File: src/design/ipf_map.svh
// Register map constants for the priority register slice
`ifndef IPF_MAP_SVH
`define IPF_MAP_SVH
`define IPF_REG_OFFSET 12'h000
`define IPF_CN_LSB 12
`define IPF_CMP_LSB 8
`define IPF_MST_LSB 4
`define IPF_SLV_LSB 0
`define IPF_FIELD_RESET 3'h4
`define IPF_FIELD_MASK 16'h7777
`define IPF_LVL_OFF 3'h0
`endif

File: src/design/ipf_pkg.sv
// Types shared by the priority register slice
`default_nettype none
package ipf_pkg;
    // Source index order: slave, master, comparator, change notify
    typedef logic [2:0] ipf_level_t;
    typedef struct packed {
        logic [3:0] req;
    } ipf_src_t;
    typedef struct packed {
        logic [3:0] irq;
        ipf_level_t [3:0] level;
    } ipf_out_t;
    typedef enum logic [1:0] {
        IPF_IDLE = 2'b01,
        IPF_ACC = 2'b10
    } ipf_phase_t;
endpackage
`default_nettype wire

File: src/design/ipf_prio_reg.sv
// APB priority register with four 3-bit source priority fields
`include "ipf_map.svh"
`default_nettype none
// What this block does
// A field value of 7 gives its source the highest level, 7.
// A field value of 1 gives the lowest active level, codes map linearly.
// A field value of 0 disables its source so it never requests.
// The comparator field is read/write at bits 10-8.
// The I2C master event field is read/write at bits 6-4.
// Change notify sits at 14-12, slave at 2-0, gaps read 0, reset 100.
module ipf_prio_reg (
    // Clock and reset
    input wire logic sys_clk,
    input wire logic rst,
    // APB slave
    input wire logic psel,
    input wire logic penable,
    input wire logic pwrite,
    input wire logic [11:0] paddr,
    input wire logic [31:0] pwdata,
    input wire logic [3:0] pstrb,
    output logic [31:0] prdata,
    output logic pready,
    output logic pslverr,
    // Interrupt sources and priority outputs
    input wire ipf_pkg::ipf_src_t src,
    output ipf_pkg::ipf_out_t prio
);
    import ipf_pkg::*;

    // =====================================================
    // Bus decode
    logic [15:0] reg_r;
    logic [15:0] reg_nxt;
    logic hit;
    logic wr_acc;
    ipf_phase_t phase_r;
    assign hit = (paddr[11:2] == 10'(`IPF_REG_OFFSET >> 2));
    assign wr_acc = psel && penable && pwrite && hit && (phase_r == IPF_ACC);
    assign pready = 1'b1;
    assign pslverr = psel && penable && !hit;

    // Phase tracker; a write counts only in an access after its setup
    always_ff @(posedge sys_clk) begin
        if (rst) begin
            phase_r <= IPF_IDLE;
        end else begin
            case (phase_r)
                IPF_IDLE: begin
                    if (psel && !penable) begin
                        phase_r <= IPF_ACC;
                    end
                end
                IPF_ACC: begin
                    if (!(psel && !penable)) begin
                        phase_r <= IPF_IDLE;
                    end
                end
                default: begin
                    phase_r <= IPF_IDLE;
                end
            endcase
        end
    end

    // =====================================================
    // Register storage with byte strobes, gaps forced to zero
    always_comb begin
        reg_nxt = reg_r;
        if (wr_acc && pstrb[0]) begin
            reg_nxt[7:0] = pwdata[7:0];
        end
        if (wr_acc && pstrb[1]) begin
            reg_nxt[15:8] = pwdata[15:8];
        end
        reg_nxt = reg_nxt & `IPF_FIELD_MASK;
    end

    always_ff @(posedge sys_clk) begin
        if (rst) begin
            reg_r <= {1'b0, `IPF_FIELD_RESET, 1'b0, `IPF_FIELD_RESET,
                      1'b0, `IPF_FIELD_RESET, 1'b0, `IPF_FIELD_RESET};
        end else begin
            reg_r <= reg_nxt;
        end
    end

    // Read word: the register in the low half, zero above and off the map
    logic [31:0] rd_word;
    always_comb begin
        rd_word = 32'h00000000;
        if (hit) begin
            rd_word = {16'h0000, reg_r};
        end
    end

    // Read data from a flip-flop, loaded in the setup cycle
    always_ff @(posedge sys_clk) begin
        if (rst) begin
            prdata <= 32'h00000000;
        end else if (psel && !penable && !pwrite) begin
            prdata <= rd_word;
        end
    end

    // =====================================================
    // Per source level and gated request
    // Field positions, listed from change notify down to slave
    localparam int IPF_LSB [4] = '{`IPF_CN_LSB, `IPF_CMP_LSB,
                                   `IPF_MST_LSB, `IPF_SLV_LSB};
    // Per source nets, packed into the output struct in one place
    wire ipf_level_t [3:0] lvl_w;
    wire logic [3:0] irq_w;
    genvar g;
    generate
        for (g = 0; g < 4; g++) begin : g_src
            // Field code is the level itself, linear from 1 to 7
            assign lvl_w[g] = reg_r[IPF_LSB[3-g] +: 3];
            // Zero level blocks the request
            assign irq_w[g] = src.req[g] &&
                (lvl_w[g] != `IPF_LVL_OFF);
        end
    endgenerate
    // Output struct gathered from the per source nets
    assign prio = '{irq: irq_w, level: lvl_w};

    // The same gate, source by source
    for (g = 0; g < 4; g++) begin : g_chk

    end
endmodule
`default_nettype wire

File: config.mk
export PLATFORM = sky130hd
export DESIGN_NAME = ipf_prio_reg
export DESIGN_NICKNAME = d
export VERILOG_FILES = /design/src/design/ipf_pkg.sv /design/src/design/ipf_prio_reg.sv
export VERILOG_INCLUDE_DIRS = /design/src /design/src/design
export SDC_FILE = /design/constraint.sdc
export NUM_CORES = 1
export LEC_CHECK = 0
export BUFFER_PORTS_ARGS = -buffer_cell sky130_fd_sc_hd__buf_2
export CAP_MARGIN = 20
export CORE_ASPECT_RATIO = 0.7
export CORE_MARGIN = 2
export CORE_UTILIZATION = 39
export CTS_BUF_LIST = sky130_fd_sc_hd__clkbuf_16
export CTS_CLUSTER_SIZE = 28
export DETAILED_ROUTE_END_ITERATION = 10
export PLACE_DENSITY = 0.89
export RECOVER_POWER = 100
export SETUP_SLACK_MARGIN = 0.05
export SLEW_MARGIN = 10
export SYNTH_ARGS = -nofsm -noshare
export SYNTH_HDL_FRONTEND = slang
export SYNTH_SLANG_ARGS = --single-unit
File: constraint.sdc
create_clock -name sys_clk -period 1.6 [get_ports sys_clk]
set_input_delay 0.08 -clock sys_clk [delete_from_list [all_inputs] [get_ports sys_clk]]
set_output_delay 0.08 -clock sys_clk [all_outputs]
set_load 0.02 [all_outputs]
Word-level counts from Yosys, hierarchy flattened:

Index checks and enable logic that the tools add are counted.

* RAM bits: 0
* ROM bits: 0
* latch bits: 0
* flip-flop bits (word level): 50
* memories: 0
* output and inout bits: 50
* logic and storage cells: 35

* div/mod/pow operators: 0
* mux-type cells: 4
* reductions and logical operators: 22
* $lt $le $gt $ge: 0
* eq/ne operators: 4
* shifts and indexed selects: 0
* bitwise logic cells: 0
* multipliers: 0
* add/subtract/negate cells: 0

Operators with widths (number)
* $mux W16: 1
* $logic_and A1 B1 Y1: 13
* $reduce_bool A3 Y1: 4
* $logic_not A10 Y1: 1
* $mux W2: 2
* $ne A2 B2 Y1 const B: 2
* $pmux W2 S2: 1
* $logic_not A1 Y1: 3
* $eq A2 B1 Y1 const B: 1
* $eq A2 B2 Y1 const B: 1
* $reduce_and A2 Y1: 1

Longest topological paths before layout:

* depth after elaboration: 5
* mapped depth: 5
* depth with buffers taken out: 4

Worst setup path after synthesis:

Ideal clock, no wire load.

* path type: input to register
* start point: input port paddr[9]
* end point: register prdata[12]
* slack: 0.081 ns
* arrival: 1.449 ns
* data required time: 1.530 ns
* stages on the path: 5
* cells stage by stage: or4_4 > nor4_4 > buf_6 > nand3_1 > a21oi_1

* word-level cells in the longest chain between the ends: 2

Ends and longest elaborated chain
* start: declaration: RTL line ipf_prio_reg.sv:19 `input wire logic [11:0] paddr,`
* $logic_not A10 Y1: RTL line ipf_prio_reg.sv:38 `` assign hit = (paddr[11:2] == 10'(`IPF_REG_OFFSET >> 2)); ``
* $mux W16: RTL line ipf_prio_reg.sv:92 `if (hit) begin`
* end signal: assignment: RTL line ipf_prio_reg.sv:102 `prdata <= rd_word;`
* end: declaration: RTL line ipf_prio_reg.sv:22 `output logic [31:0] prdata,`

Every way passes these cells.
A chain may end at the register's enable or synchronous reset.

Worst setup path after layout:

* start point: input port paddr[9]
* end point: output port pslverr

* word-level cells in the longest chain between the ends: 3

Ends and longest elaborated chain
* $logic_not A10 Y1: RTL line ipf_prio_reg.sv:38
* $logic_not A1 Y1: RTL line ipf_prio_reg.sv:41 `assign pslverr = psel && penable && !hit;`
* $logic_and A1 B1 Y1: RTL line ipf_prio_reg.sv:41
* end: declaration: RTL line ipf_prio_reg.sv:24 `output logic pslverr,`

Every way passes these cells.

==> summary.md <==
| Metric | Value |
|---|---|
| Status | `complete, no violations` |
| Highest clock rate | `699.2 MHz` |
| Sink Count | `26` |
| TNS Setup | `0 ns` |
| Psw | `313.8 uW` |
| Slew margin rel. | `0.6392` |
| CP required | `1.52 ns` |
| Antenna Nets Post-Route | `0` |
| Die Ht | `52.86 um` |
| First-pass GRT wire length | `4526 um` |
| Initial antenna violation count | `0` |
| DR WL/cell | `11.40 um` |
| CTS root buf | `clkbuf_16` |
| Critical hold path startpoint | `pwdata[4]` |
| Adder-Cell Fraction of Synth Area | `0` |
| Placed cells | `251` |
| Cts hold-fix bufs | `0` |
| Combinational power share | `0.097` |
| Period utilization | `0.8938` |
| Vias | `1,121` |
| R2r setup slk | `0.32 ns` |
| Routability Congestion | `0.7597` |
| Post-synth EDFFs | `0` |
| Hold WC Path Type | `in2reg` |
| Largest family of logic cells by synthesized area | `simple AND/OR/NAND/NOR gates` |
| Most frequent cell after synthesis | `dfxtp_1` |
| Worst VDD drop | `646.0 uV` |
| CP Launch Type | `primary input` |
| Fraction of the mapped netlist area in simple logic gates | `0.2625` |
| Routed Wire Length | `2907 um` |
| Share of cells above drive strength 1 | `0.2212` |
| Setup violators final | `0` |
| Htree depth | `1` |
| Asr flop ratio synth | `0` |
| Clk pin slew, worst setup/hold paths | `0.06 ns` |
| Synthesized area per cell | `9.048 sq um` |
| Compound-Gate Fraction of Synth Area | `0.07150` |
| Post-CTS Resized | `0` |
| Largest net degree at the start of global routing | `38` |
| Slew Viols, Final | `0` |
| Multi-input gate area | `640.6 sq um` |
| Non-filler cells in the finished layout | `255` |
| Yosys warning count | `0` |
| Internal power | `1197 uW` |
| Number of DRC markers in iteration 0 | `61` |
| Area leader, netlist | `dfxtp_1` |
| Post-synthesis mux area share | `0.09031` |
| MaxCap Viol Count | `0` |
| Count of TritonRoute iterations in the first routing pass | `4` |
| Nets@finish | `266` |
| # IOs | `107` |
| CTS tree | `done` |
| # Post-CTS Setup Buffers | `0` |
| Die area | `0.003901 sq mm` |
| Die W | `73.80 um` |
| Layout area overhead | `23.99%` |
| Grt ovf | `0` |
| Reg2reg start | `phase_r[1]` |
| Critical path arrival | `1.35 ns` |
| Worst-path fanout max | `4` |
| Area of the mapped netlist | `0.001330 sq mm` |
| Sequential fraction of the synthesis area | `0.3913` |
| Antenna diodes | `0` |
| Unrepaired setup endpoints after global routing | `false` |
| Post-synth cell types | `23` |
| Tot GR Track Use | `0.1539` |
| Sw Ratio | `0.2077` |
| Sequential Power Share | `0.431` |
| DP HPWL | `2249 um` |
| Input/output buffers | `61` |
| Worst Skew | `0.004274 ns` |
| Static leakage | `0.0007433 uW` |
| Vias in the first global route | `979` |
| Core ar. | `0.003212 sq mm` |
| Crit. End Element | `primary output` |
| FF/Latch Area | `520.5 sq um` |
| Clock share of power | `0.473` |
| Worst-Skew Late Latency | `0.26 ns` |
| Initial Util | `0.4141` |
| Xor/xnor share of the synthesized area | `0.006585` |
| Fillers | `340` |
| Row count | `17` |
| CTS Buf Count | `3` |
| DR DRC count | `0` |
| Dominant synthesized flop cell | `dfxtp_1` |
| Worst setup margin | `0.1699 ns` |
| Power per Cell Area | `916.0 mW/mm^2` |
| Post-synthesis cell count | `147` |
| Synth area leaders | `dfxtp_1, buf_4, mux2i_1` |
| Fin. Hold Viols | `0` |
| Synth top cells by count | `dfxtp_1, buf_4, nand2b_1, nand2_1` |
| Worst setup path class | `in2out` |
| Place WS | `0.009937 ns` |
| Vias per cell | `4.396` |
| Pwr Total | `1511 uW` |
| Crit path time final | `1.430 ns` |
| #FFs+latches synth | `26` |
| Worst slew pin tran | `0.5412 ns` |
| Clock Tree Buf Depth | `2` |
| Crit. Startpoint | `paddr[9]` |
| Top cell type's share of synthesized area | `0.3913` |
[routing by layer]
layer | up-vias | global-route usage | wire, um
li1 | 573 | - | -
met1 | 511 | 0.2000 | 1334
met2 | 35 | 0.2396 | 1345
met3 | 2 | 0.05714 | 212
met4 | 0 | 0.04242 | 14
met5 | - | 0 | 0
[worst max-delay path, stage by stage]
cell and delay, ns:
buf_2 0.09, or4_1 0.56, nor4_4 0.22, buf_4 0.20, nor2_1 0.05, clkbuf_2 0.15
[cell families after synthesis]
logic type / after synthesis
compound gates: 16
other cells: 2
mux: 12
xor+xnor: 1
buf+inv: 29
flops: 26
simple gates: 61
[power groups by stage]
stage	Clock, uW	Combinational, uW	Sequential [uW]
after floorplan	0	141	665
after global placement	0	146	665
after detailed placement	0	148	665
after CTS	727	148	650
after global routing	753	162	650
final	714	146	651
[sequential cells by signal, summed over array words and instances, names as in the netlist]
signal	flops
prdata	12
phase_r	2
reg_r	12
[layout make-up]
type                    instances  share of cell area
multi-input cells             111              0.3885
flip-flops and latches         26              0.3156
repair buffers                 66              0.1942
clock buffers                   3             0.04552
well taps                      47             0.03566
clock inverters                 1             0.01821
inverters                       1            0.002276
[stage by stage]
stage	instance area (sq um)	util	hold slack, ns
3_5_place_dp	1590	0.4951	0.3414
3_3_place_gp	1590	0.4951	0.3290
2_1_floorplan	1401	-	0.2315
6_report	1649	0.5134	0.07022
4_1_cts	1695	0.5279	0.06847
5_1_grt	1649	0.5134	0.08275
[path summary, 6_finish.rpt]
kind,cells past startpoint,end
hold / removal,3,reg_r[4]
setup reg to reg,5,reg_r[13]
setup / recovery,6,pslverr
hold reg to reg,2,prdata[2]
[layout by cell type, fill, tap and decap left out, types with 2 or more instances in the layout]
master     synthesis  routed
buf_2              0      32
clkbuf_1           2      28
dfxtp_1           26      26
conb_1             2      21
nand2b_1          17      17
nand2_1           14      14
mux2i_1           12      12
nand3_1           12      12
a21oi_1           12      12
nor2_1            10      10
o31a_1             4       4
buf_4             21       4
clkbuf_16          0       3
or4_1              1       2
(Power assumes the default switching activity.)
